[config.mk]
export PLATFORM = sky130hd
export DESIGN_NAME = mode_reg_burst_ordering
export DESIGN_NICKNAME = d
export VERILOG_FILES = /design/src/mode_reg_pkg.sv /design/src/mode_reg_burst_ordering.sv
export VERILOG_INCLUDE_DIRS = /design/src /design/src/src
export SDC_FILE = /design/constraint.sdc
export NUM_CORES = 1
export LEC_CHECK = 0
export BUFFER_PORTS_ARGS = -buffer_cell sky130_fd_sc_hd__buf_2
export CORE_ASPECT_RATIO = 2
export CORE_MARGIN = 8
export CORE_UTILIZATION = 60
export CTS_BUF_LIST = sky130_fd_sc_hd__clkbuf_16
export CTS_CLUSTER_DIAMETER = 30
export DETAILED_ROUTE_END_ITERATION = 8
export PLACE_DENSITY = 0.84
export SLEW_MARGIN = 20
export SYNTH_ARGS = -nofsm -noshare
export SYNTH_HDL_FRONTEND = slang
export SYNTH_SLANG_ARGS = --single-unit
[constraint.sdc]
create_clock -name clk -period 3.45 [get_ports clk]
set_clock_uncertainty 0.2 [all_clocks]
set_input_delay 0.69 -clock clk [delete_from_list [all_inputs] [get_ports clk]]
set_output_delay 0.69 -clock clk [all_outputs]
set_load 0.005 [all_outputs]
[src/mode_reg_defines.svh]
`ifndef MODE_REG_DEFINES_SVH
`define MODE_REG_DEFINES_SVH

// Mode register addresses on the command/address bus
`define MRA_DEVICE_INFO 8'h00
`define MRA_BURST_FEATURE 8'h01
`define MRA_IO_CALIB 8'h0a

// Calibration code that starts the initialization calibration
`define CAL_INIT_CODE 8'hff

// Feature register layout and reset value
`define FEAT_BL_LSB 0
`define FEAT_BT_BIT 3
`define FEAT_WC_BIT 4
`define FEAT_WR_LSB 5
`define FEAT_RESET 8'h22

// Burst length codes
`define BL4_CODE 3'h2
`define BL8_CODE 3'h3
`define BL16_CODE 3'h4

// Write recovery codes and the cycle offset of their encoding
`define WR_CODE_MIN 3'h1
`define WR_CODE_MAX 3'h6
`define WR_CYCLE_OFFSET 4'h2

// Device information fields
`define INFO_INIT_BIT 0
`define INFO_KIND_BIT 1
`define INFO_CAL_LSB 3
`define DEVICE_KIND 1'b0
`define CALCHK_NONE 2'h0
`define CALCHK_VDD 2'h1
`define CALCHK_GND 2'h2
`define CALCHK_PASS 2'h3

`endif

[src/mode_reg_pkg.sv]
package mode_reg_pkg;

  // Burst engine states, one-hot
  typedef enum logic [2:0] {
    ST_IDLE = 3'b001,
    ST_BURST = 3'b010,
    ST_RECOVER = 3'b100
  } burst_state_t;

endpackage

[src/mode_reg_burst_ordering.sv]
`timescale 1ns/100ps
`include "mode_reg_defines.svh"
// Behaviour
// - Info bit 1 reads zero, device kind
// - Check field: 01 vdd, 10 ground, 11 pass
// - Check field set when init calibration ends
// - Pin tied to supply reports 01
// - On 01/10 factory trim, ignore calibrations
// - Bit 3 selects sequential or interleaved order
// - Bit 4 no-wrap: linear order at every burst length
// - Bits 7:5 codes 1..6 give 3..8 cycles
// - Write auto precharge starts after recovery cycles
// - Four-beat wrap: 0123 or 2301 by C1
// - Eight-beat sequential wraps modulo eight
// - Eight-beat interleaved: index xor start
// - Column bit 0 implied zero
// - Burst address spans 2, 3 or 4 bits
module mode_reg_burst_ordering #(
  parameter int COL_W = 10,
  parameter int INIT_CYCLES = 200,
  parameter int CAL_CYCLES = 64
) (
  input wire logic clk,
  input wire logic rst_n,
  input wire logic mrw_req,
  input wire logic [7:0] mrw_addr,
  input wire logic [7:0] mrw_data,
  input wire logic mrr_req,
  input wire logic [7:0] mrr_addr,
  output logic mrr_ack_q,
  output logic [7:0] mrr_data_q,
  input wire logic zq_at_vdd,
  input wire logic zq_at_gnd,
  input wire logic burst_req,
  input wire logic burst_write,
  input wire logic burst_auto_close,
  input wire logic [COL_W-1:1] burst_col,
  output logic burst_busy_q,
  output logic beat_valid_q,
  output logic [COL_W-1:0] beat_col_q,
  output logic beat_last_q,
  output logic precharge_start_q,
  output logic init_busy_q,
  output logic cal_busy_q,
  output logic factory_trim_q,
  output logic cal_ignored_q
);

  localparam int INIT_W = $clog2(INIT_CYCLES + 1);
  localparam int CAL_W = $clog2(CAL_CYCLES + 1);

  ////////////////////////////////////////////////////////////////////////
  // Helper functions

  // Beats in a burst for a length code
  function automatic logic [4:0] beats_of(input logic [2:0] bl);
    logic [4:0] n;
    n = 5'h04;
    if (bl == `BL8_CODE) begin
      n = 5'h08;
    end else if (bl == `BL16_CODE) begin
      n = 5'h10;
    end
    return n;
  endfunction

  // Column of one beat; only the burst address bits move in wrap mode
  function automatic logic [COL_W-1:0] col_of(
    input logic [COL_W-1:0] start,
    input logic [3:0] idx,
    input logic [2:0] bl,
    input logic bt,
    input logic wc
  );
    logic [4:0] nb;
    logic [3:0] mask;
    logic [3:0] low;
    logic [COL_W-1:0] res;
    nb = beats_of(bl);
    mask = nb[3:0] - 4'h1;
    low = bt ? (start[3:0] ^ idx) : (start[3:0] + idx);
    res = {start[COL_W-1:4], (start[3:0] & ~mask) | (low & mask)};
    if (wc) begin
      res = start + COL_W'(idx);
    end
    return res;
  endfunction

  ////////////////////////////////////////////////////////////////////////
  // Pin synchronisers for the calibration pin sense

  logic vdd_s1_q;
  logic vdd_s2_q;
  logic gnd_s1_q;
  logic gnd_s2_q;

  // Two stages, pins are asynchronous to the memory clock
  always_ff @(posedge clk or negedge rst_n) begin
    if (!rst_n) begin
      vdd_s1_q <= 1'b0;
      vdd_s2_q <= 1'b0;
      gnd_s1_q <= 1'b0;
      gnd_s2_q <= 1'b0;
    end else begin
      vdd_s1_q <= zq_at_vdd;
      vdd_s2_q <= vdd_s1_q;
      gnd_s1_q <= zq_at_gnd;
      gnd_s2_q <= gnd_s1_q;
    end
  end

  ////////////////////////////////////////////////////////////////////////
  // Feature register

  logic [7:0] feat_q;
  wire feat_wr = mrw_req && (mrw_addr == `MRA_BURST_FEATURE);
  wire [2:0] new_bl = mrw_data[`FEAT_BL_LSB +: 3];
  wire [2:0] new_wr = mrw_data[`FEAT_WR_LSB +: 3];
  wire bl_ok = (new_bl == `BL4_CODE) || (new_bl == `BL8_CODE) ||
               (new_bl == `BL16_CODE);
  wire wr_ok = (new_wr >= `WR_CODE_MIN) && (new_wr <= `WR_CODE_MAX);
  wire [2:0] cfg_bl = feat_q[`FEAT_BL_LSB +: 3];
  wire cfg_bt = feat_q[`FEAT_BT_BIT];
  wire cfg_wc = feat_q[`FEAT_WC_BIT];
  wire [3:0] cfg_wr = {1'b0, feat_q[`FEAT_WR_LSB +: 3]} + `WR_CYCLE_OFFSET;

  // Reserved length or recovery codes leave that field as it was
  always_ff @(posedge clk or negedge rst_n) begin
    if (!rst_n) begin
      feat_q <= `FEAT_RESET;
    end else if (feat_wr) begin
      feat_q[`FEAT_BL_LSB +: 3] <= bl_ok ? new_bl : cfg_bl;
      feat_q[`FEAT_BT_BIT] <= mrw_data[`FEAT_BT_BIT];
      feat_q[`FEAT_WC_BIT] <= mrw_data[`FEAT_WC_BIT];
      feat_q[`FEAT_WR_LSB +: 3] <= wr_ok ? new_wr : feat_q[`FEAT_WR_LSB +: 3];
    end
  end

  ////////////////////////////////////////////////////////////////////////
  // Auto initialization and calibration

  logic [INIT_W-1:0] init_cnt_q;
  logic [CAL_W-1:0] cal_cnt_q;
  logic cal_init_q;
  logic [1:0] calchk_q;
  wire cal_cmd = mrw_req && (mrw_addr == `MRA_IO_CALIB);
  wire cal_start = cal_cmd && !cal_busy_q && !factory_trim_q;
  wire cal_done = cal_busy_q && (cal_cnt_q == '0);
  wire [1:0] pin_result = vdd_s2_q ? `CALCHK_VDD :
                          gnd_s2_q ? `CALCHK_GND : `CALCHK_PASS;

  // init counter runs out after reset
  always_ff @(posedge clk or negedge rst_n) begin
    if (!rst_n) begin
      init_busy_q <= 1'b1;
      init_cnt_q <= INIT_W'(INIT_CYCLES - 1);
    end else if (init_busy_q) begin
      init_cnt_q <= init_cnt_q - 1'b1;
      init_busy_q <= (init_cnt_q != '0);
    end
  end

  // Commands arriving mid-calibration are dropped and flagged
  always_ff @(posedge clk or negedge rst_n) begin
    if (!rst_n) begin
      cal_busy_q <= 1'b0;
      cal_cnt_q <= '0;
      cal_init_q <= 1'b0;
      calchk_q <= `CALCHK_NONE;
      factory_trim_q <= 1'b0;
      cal_ignored_q <= 1'b0;
    end else begin
      // no new calibration once on factory trim
      cal_ignored_q <= cal_cmd && !cal_start;
      if (cal_start) begin
        cal_busy_q <= 1'b1;
        cal_cnt_q <= CAL_W'(CAL_CYCLES - 1);
        cal_init_q <= (mrw_data == `CAL_INIT_CODE);
      end else if (cal_done) begin
        cal_busy_q <= 1'b0;
        // field updated by the init calibration
        if (cal_init_q) begin
          calchk_q <= pin_result;
          // assembly error falls back to trim
          factory_trim_q <= (pin_result != `CALCHK_PASS);
        end
      end else if (cal_busy_q) begin
        cal_cnt_q <= cal_cnt_q - 1'b1;
      end
    end
  end

  ////////////////////////////////////////////////////////////////////////
  // Mode register read

  wire [7:0] info_word = {3'h0, calchk_q, 1'b0, `DEVICE_KIND, init_busy_q};
  wire [7:0] read_word = (mrr_addr == `MRA_DEVICE_INFO) ? info_word : 8'h00;

  // Write-only and unused addresses read back zero
  always_ff @(posedge clk or negedge rst_n) begin
    if (!rst_n) begin
      mrr_ack_q <= 1'b0;
      mrr_data_q <= 8'h00;
    end else begin
      mrr_ack_q <= mrr_req;
      mrr_data_q <= mrr_req ? read_word : 8'h00;
    end
  end

  ////////////////////////////////////////////////////////////////////////
  // Burst column sequencer

  mode_reg_pkg::burst_state_t state_q;
  logic [COL_W-1:0] start_q;
  logic [3:0] idx_q;
  logic [2:0] bl_q;
  logic bt_q;
  logic wc_q;
  logic close_q;
  logic [3:0] rec_len_q;
  logic [3:0] rec_cnt_q;
  wire idle = (state_q == mode_reg_pkg::ST_IDLE);
  wire accept = burst_req && idle && !init_busy_q;
  wire last_beat = ({1'b0, idx_q} == beats_of(bl_q) - 5'h01);
  wire [COL_W-1:0] next_col = col_of(start_q, idx_q, bl_q, bt_q, wc_q);

  // Settings are frozen at accept, so a mid-burst write is harmless
  always_ff @(posedge clk or negedge rst_n) begin
    if (!rst_n) begin
      state_q <= mode_reg_pkg::ST_IDLE;
      start_q <= '0;
      idx_q <= 4'h0;
      bl_q <= `BL4_CODE;
      bt_q <= 1'b0;
      wc_q <= 1'b0;
      close_q <= 1'b0;
      rec_len_q <= 4'h0;
      rec_cnt_q <= 4'h0;
    end else begin
      unique case (state_q)
        mode_reg_pkg::ST_IDLE: begin
          if (accept) begin
            state_q <= mode_reg_pkg::ST_BURST;
            // low column bit forced to zero
            start_q <= {burst_col, 1'b0};
            idx_q <= 4'h0;
            bl_q <= cfg_bl;
            bt_q <= cfg_bt;
            wc_q <= cfg_wc;
            close_q <= burst_write && burst_auto_close;
            rec_len_q <= cfg_wr;
          end
        end
        mode_reg_pkg::ST_BURST: begin
          idx_q <= idx_q + 4'h1;
          if (last_beat) begin
            rec_cnt_q <= rec_len_q - 4'h1;
            state_q <= close_q ? mode_reg_pkg::ST_RECOVER :
                                 mode_reg_pkg::ST_IDLE;
          end
        end
        mode_reg_pkg::ST_RECOVER: begin
          rec_cnt_q <= rec_cnt_q - 4'h1;
          if (rec_cnt_q == 4'h0) begin
            state_q <= mode_reg_pkg::ST_IDLE;
          end
        end
      endcase
    end
  end

  // Registered beat outputs, one column per clock
  always_ff @(posedge clk or negedge rst_n) begin
    if (!rst_n) begin
      beat_valid_q <= 1'b0;
      beat_col_q <= '0;
      beat_last_q <= 1'b0;
      precharge_start_q <= 1'b0;
      burst_busy_q <= 1'b0;
    end else begin
      burst_busy_q <= !idle || accept;
      beat_valid_q <= (state_q == mode_reg_pkg::ST_BURST);
      beat_last_q <= (state_q == mode_reg_pkg::ST_BURST) && last_beat;
      if (state_q == mode_reg_pkg::ST_BURST) begin
        beat_col_q <= next_col;
      end
      precharge_start_q <= (state_q == mode_reg_pkg::ST_RECOVER) &&
                           (rec_cnt_q == 4'h0);
    end
  end

  ////////////////////////////////////////////////////////////////////////
  // Checks

  logic [3:0] gap_q;

  // Cycles since the last beat, saturating
  always_ff @(posedge clk or negedge rst_n) begin
    if (!rst_n) begin
      gap_q <= 4'h0;
    end else if (beat_last_q) begin
      gap_q <= 4'h1;
    end else if (gap_q != 4'hf) begin
      gap_q <= gap_q + 4'h1;
    end
  end
endmodule

==> results.cfg, run 1 <==
[synthesis]
ys.flop_type = dfrtp_1
synth.avg_cell_area_um2 = 10.98
synth-edff-count = 0
syn_inst = 343
synth_top_area_cell = dfrtp_1
synthArstFlopShare_pct = 100.0
ys_types = 51
ys_seq_area_share_pct = 54.80
synth_area_leaders = dfrtp_1, dfstp_2, mux2_2
netlist_area_mm2 = 0.003767
ys_seq_elements = 82
yosysWarnings = 0
synth_top_area_share_pct = 47.82
netlist_top_cells_count = dfrtp_1, nand2_1, mux2_2, nor2_1, o21ai_0
yosysMostFrequentCell = dfrtp_1

[global_route]
grt_max_degree = 83
grt_pass1_wl_mm = 12.68
track_usage_pct = 17.38
gr-total-overflow = 0
antenna_found_initial = 0
grt_pass1_vias = 2881

[clocking]
cts_sinks = 82
cts_buffers = 9
cts_setup_buffers = 0
postCtsResizedCells = 0
root_buffer = clkbuf_16
path_clk_slew_ps = 60
cts_tree = built
h-tree-depth = 3
clock_latency_ps = 330
holdBufCountCts = 0
clk_path_buf_depth = 2

[worst_setup_path]
cpPeakStageDelay_ps = 790
ff2ff_path_depth = 6
rr_endpoint = rec_cnt_q[0]
critical-path-slowest-cell = or4_2
startpoint_type = input pin
critical_path_class = in -> reg
cp_data_required_time_ps = 3450
end_kind = register
worstPathMaxFanout = 11
rrSetupSlack_ps = 860
r2r_start = state_q[2]
cp_cell_sequence = buf_2 -> or4_1 -> or4_2 -> or2_1 -> a21oi_1 -> a221oi_1
arrival_ps = 2630

[timing]
setup_viol = 0
period_share_pct = 76.36
slew_headroom_pct = 54.22
rsz0062_at_grt = false
fin_ws_ps = 815.5
period_needed_ps = 2635
max_freq_mhz = 379.6
final_max_slew_viol_count = 0
tns_ps = 0
hold_viol = 0
tightest_slew_ps = 686.7

[place]
gp_congestion = 0.8072
dp_cells = 486
portBuffers = 63
pre_cts_slack_ps = 476.4
hpwl_mm = 5.536

[route]
first_iter_violations = 150
dr.pass1.iters = 4
drcViolationCount = 0
drt.antenna.violating_nets = 0
finalWirelength_mm = 7.432
dr_total_vias = 2740
viasPerCell = 5.458
wl_per_cell_um = 14.80

[cells_and_area]
multi_input_area_mm2 = 0.001605
diodes = 0
n_fill_cell = 472
nNetsFinal = 464
final_cells = 502
drive_gt1_share_pct = 28.37
area.growth.synth_to_final_pct = 17.17
ff_latch_area_mm2 = 0.002064

[worst_hold_path]
hold_depth = 0
hold_path.class = reg -> reg
hp-start = gnd_s1_q
hold_end = gnd_s2_q

[floorplanning]
dieArea_mm2 = 0.009224
fp.dieW_um = 72.03
core-area_mm2 = 0.006207
start_util_pct = 60.69
die_h_um = 128.1
io_pins = 69
rows = 41

[power_and_ir_drop]
leakage_nw = 2.055
irDropWorstVdd_uv = 460.1
power_density_mw_per_mm2 = 620.7

[status]
outcome = finished, final reports clean

[job]
maxCapViolations = 0
kinds of logic after synthesis:
group,count (synthesis),share of synthesized area [%]
adders and majority gates,11,3.853
xor gates and xnor gates,22,5.114
muxes,24,7.074
buffers and inverters,24,3.122
DFF,82,54.80
other,1,0.09954
AOI/OAI and AO/OA,57,9.299
and+or+nand+nor,122,16.64
state kept, by name, summed over array words and instances, names as in the netlist, 2 cells and up:
| signal | count |
|---|---|
| beat_col_q | 10 |
| start_q | 9 |
| feat_q | 8 |
| init_cnt_q | 8 |
| cal_cnt_q | 7 |
| idx_q | 4 |
| rec_cnt_q | 4 |
| rec_len_q | 4 |
| bl_q | 3 |
| mrr_data_q | 3 |
| state_q | 3 |
| calchk_q | 2 |
critical path, delay by kind of cell:
kind,cells,cell delay [ps]
compound gates,2,220
buf+inv,1,90
simple gates,3,1630
cell type report:
| type | count | share of cell area (%) |
|---|---|---|
| clock buffers | 9 | 5.102 |
| clock inverters | 7 | 0.6803 |
| inverters | 12 | 1.020 |
| multi-input cells | 241 | 36.37 |
| flip-flops and latches | 82 | 46.77 |
| well taps | 86 | 2.438 |
| repair buffers | 65 | 7.625 |
how the worst max path moves through the flow:
stage          depth (start not counted)           end  slack, ps   startpoint
2_1_floorplan                          5    cal_init_q        800  mrw_addr[2]
3_3_place_gp                           6     feat_q[7]        540  mrw_addr[2]
3_5_place_dp                           6     feat_q[7]        480  mrw_addr[2]
4_1_cts                                6     feat_q[7]        820  mrw_addr[2]
5_1_grt                                6  rec_cnt_q[0]        730   state_q[2]
6_report                               6     feat_q[7]        820  mrw_addr[2]
per-stage QoR:
| stage | total power (W) | cell area [µm²] | utilization (%) | hold WS (ps) |
|---|---|---|---|---|
| final | 0.002740 | 4414 | 71.11 | 148.6 |
| after global routing | 0.002915 | 4414 | 71.11 | 166.2 |
| after CTS | 0.002768 | 4405 | 70.97 | 150.6 |
| after detailed placement | 0.001945 | 4150 | 66.86 | 137.8 |
| after global placement | 0.001888 | 4150 | 66.86 | 135.3 |
| after floorplan | 0.001718 | 3782 | - | 131.2 |
cell usage in the layout (no fill, tap or decap), types with 3 or more instances in the layout:
cell / instances
dfrtp_1: 72
buf_2: 62
nand2_1: 41
mux2_2: 21
nor2_1: 20
o21ai_0: 19
a21oi_1: 15
inv_1: 14
xnor2_1: 12
xor2_1: 10
ha_1: 10
dfstp_2: 10
nor3_1: 9
clkbuf_16: 9
nand3_1: 8
nand2b_1: 5
o211ai_1: 5
conb_1: 5
nor3b_1: 4
nor4_1: 4
mux2i_1: 3
nand3b_1: 3
and2_1: 3
or4_1: 3
nand4_1: 3
o22ai_1: 3
clkinv_2: 3
power by group:
group | total (W) | switching, W | internal, W
Clock | 0.000815 | 0.000343 | 0.000472
Sequential | 0.00129 | 0.000153 | 0.00114
Combinational | 0.000632 | 0.000334 | 0.000298
metal layers:
layer,GRT usage (%),vias to the layer above,part of all wire (%)
met1,19.18,1343,40
met2,29.37,66,53
met3,5.721,10,4.8
li1,-,1321,-
met5,0,-,0
met4,7.515,0,1.8
(Power assumes the default switching activity.)
==> run 2: changes to the inputs <==
- ABC_AREA: not set -> 1
- CORE_UTILIZATION: 60 -> 56
- PLACE_DENSITY: 0.84 -> 0.79
- clock period: 3.45 -> 2.7 ns (I/O delays scaled with it)
==> run 2 against run 1 <==
Design area increased by 5.5%. Critical path depth increased by 4. Die area increased by 12%. Global-route usage decreased by 0.46 points. Critical path type is now reg -> reg. Highest routed layer unchanged.
==> results.cfg, run 2 <==
[status]
outcome = finished, final reports clean

[cells_and_area]
n_fill_cell = 608
diodes = 0
top_register = beat_col_q
nNetsFinal = 584
top_regs = beat_col_q: 10 flops, start_q: 9 flops
drive_gt1_share_pct = 20.52
mostFrequentLayoutCell = nand2_1
final_cells = 628
layout_common_cells = nand2_1, dfrtp_1, buf_2, inv_1, nand3_1
area.growth.synth_to_final_pct = 15.38
largest_reg_flops = 10

[synthesis]
synth.area.mux_share_pct = 0
synth_area_leaders = dfrtp_1, nand2_1, dfstp_2
netlist_area_mm2 = 0.004036
ys_seq_area_share_pct = 51.15
ys.flop_type = dfrtp_1
synthArstFlopShare_pct = 100.0
yosysMostFrequentCell = nand2_1
synth-edff-count = 0
synth_top_area_cell = dfrtp_1
yosysWarnings = 0
synth_xor_area_share_pct = 3.255
synth-compound-area-share_pct = 5.735
ys_seq_elements = 82
syn_inst = 465
netlist_top_cells_count = nand2_1, dfrtp_1, inv_1, nand3_1, o21ai_0
ys_types = 39
synth_top_family_by_area = simple AND/OR/NAND/NOR gates
synthAdderAreaFrac_pct = 3.596
synth.avg_cell_area_um2 = 8.680
yosys.area_share.simple_pct = 27.77
synth_top_area_share_pct = 44.64

[route]
dr.pass1.iters = 4
viasPerCell = 5.040
first_iter_violations = 184
wl_per_cell_um = 12.82
drt.antenna.violating_nets = 0
dr_total_vias = 3165
drcViolationCount = 0
finalWirelength_mm = 8.048

[power_and_ir_drop]
irDropWorstVdd_uv = 573.4
p_switching_w = 0.001429
leakage_nw = 2.451
power_w = 0.004061
sw_frac_of_total_pct = 35.18
power_density_mw_per_mm2 = 872.0
combPwrFrac_pct = 30.2
p_int_w = 0.002632
power_frac_clock_pct = 25.9
p_seq_share_pct = 43.9

[timing]
final_max_slew_viol_count = 0
setup_viol = 0
fin_ws_ps = 810.0
period_share_pct = 70.00
period_needed_ps = 1890
tns_ps = 0
max_freq_mhz = 529.1
tightest_slew_ps = 577.6
fin_hold_ws_ps = 4.333
hold_viol = 0
rsz0062_at_grt = false
slew_headroom_pct = 61.50

[job]
maxCapViolations = 0

[worst_setup_path]
critical-path-slowest-cell = dfrtp_1
crit_start = start_q[1]
critical_path_class = reg -> reg
crit_top_cell = nand2_1
cpPeakStageDelay_ps = 400
r2r_start = start_q[1]
cp_cell_sequence = ha_1 -> fa_1 -> nand2_1 -> nand2_1 -> nand4_1 -> nor2_1 -> nand2_1 -> nand2_1 -> nand3_1 -> nand2_1
arrival_ps = 1920
end_kind = register
cp_data_required_time_ps = 2730
critical_path.top_delay_family = adder cells
startpoint_type = register
worstPathMaxFanout = 2
worstPathBufferInverterCount = 0

[place]
gp_congestion = 0.8933
hpwl_mm = 5.784
dp_cells = 612
pre_cts_slack_ps = 817.9
portBuffers = 63

[clocking]
root_buffer = clkbuf_16
postCtsResizedCells = 0
path_clk_slew_ps = 60
holdBufCountCts = 0
cts_tree = built
cts_setup_buffers = 0
cts_sinks = 82
clk_path_buf_depth = 2
cts_buffers = 9
clock_latency_ps = 340
h-tree-depth = 3

[global_route]
antenna_found_initial = 0
grt_max_degree = 47
grt_pass1_wl_mm = 14.23
track_usage_pct = 16.91
grt_pass1_vias = 3307
gr-total-overflow = 0

[floorplanning]
die_h_um = 136.1
fp.dieW_um = 76.03
core-area_mm2 = 0.007102
rows = 44
io_pins = 69
dieArea_mm2 = 0.01035
start_util_pct = 56.84

[worst_hold_path]
hold_path.class = in -> async
==> run 2: cell families after synthesis <==
| group | count (synthesis) |
|---|---|
| compound gates | 43 |
| xor+xnor | 15 |
| fa+ha+maj | 11 |
| buf+inv | 74 |
| flops | 82 |
| other cells | 1 |
| simple gates | 239 |
==> run 2: cell type report <==
class                           count  area [µm²]  area share, %
Tap cell                           92       115.1          2.472
Clock buffer                        9       225.2          4.836
Inverter                           60       230.2          4.944
Clock inverter                      7       28.78         0.6179
Sequential cell                    82        2064          44.33
Multi-Input combinational cell    313        1648          35.38
Timing Repair Buffer               65       345.3          7.415
==> run 2: final timing paths <==
path / endpoint / slack, ps / depth (start not counted)
setup / recovery: beat_col_q[9] / 810 / 10
hold / removal: cal_cnt_q[5] / 4 / 1
min in group clk: gnd_s1_q / 110 / 1
hold reg to reg: vdd_s2_q / 150 / 0
max in group asynchronous: bl_q[1] / 1630 / 2
setup reg to reg: beat_col_q[9] / 810 / 10
==> run 2: through the flow <==
stage | util, % | instance area (µm²)
finish | 65.57 | 4657
global route | 65.57 | 4657
CTS | 65.57 | 4657
detailed placement | 62.00 | 4403
global placement | 62.00 | 4403
floorplan | - | 4051
==> run 2: worst reg2reg max path: stages, from the launching register on <==
cell     delay, ps
dfrtp_1        400
ha_1           230
fa_1           400
nand2_1        100
nand2_1         70
nand4_1        110
nor2_1          70
nand2_1         50
nand2_1         40
nand3_1         60
nand2_1         50
==> run 2: routing by layer <==
| layer | up-vias | track usage (%) | part of all wire (%) |
|---|---|---|---|
| met1 | 1472 | 19.15 | 43 |
| met5 | - | 0 | 0 |
| met3 | 12 | 4.967 | 5.5 |
| li1 | 1613 | - | - |
| met2 | 68 | 27.46 | 49 |
| met4 | 0 | 10.44 | 2.6 |
==> run 2: power groups by stage <==
stage	Clock [W]	Sequential [W]	Combinational, W
3_5_place_dp	0	0.00179	0.00123
4_1_cts	0.00107	0.00178	0.00124
6_report	0.00105	0.00178	0.00123
5_1_grt	0.00113	0.00182	0.00142
2_1_floorplan	0	0.00173	0.000929
3_3_place_gp	0	0.00178	0.00119
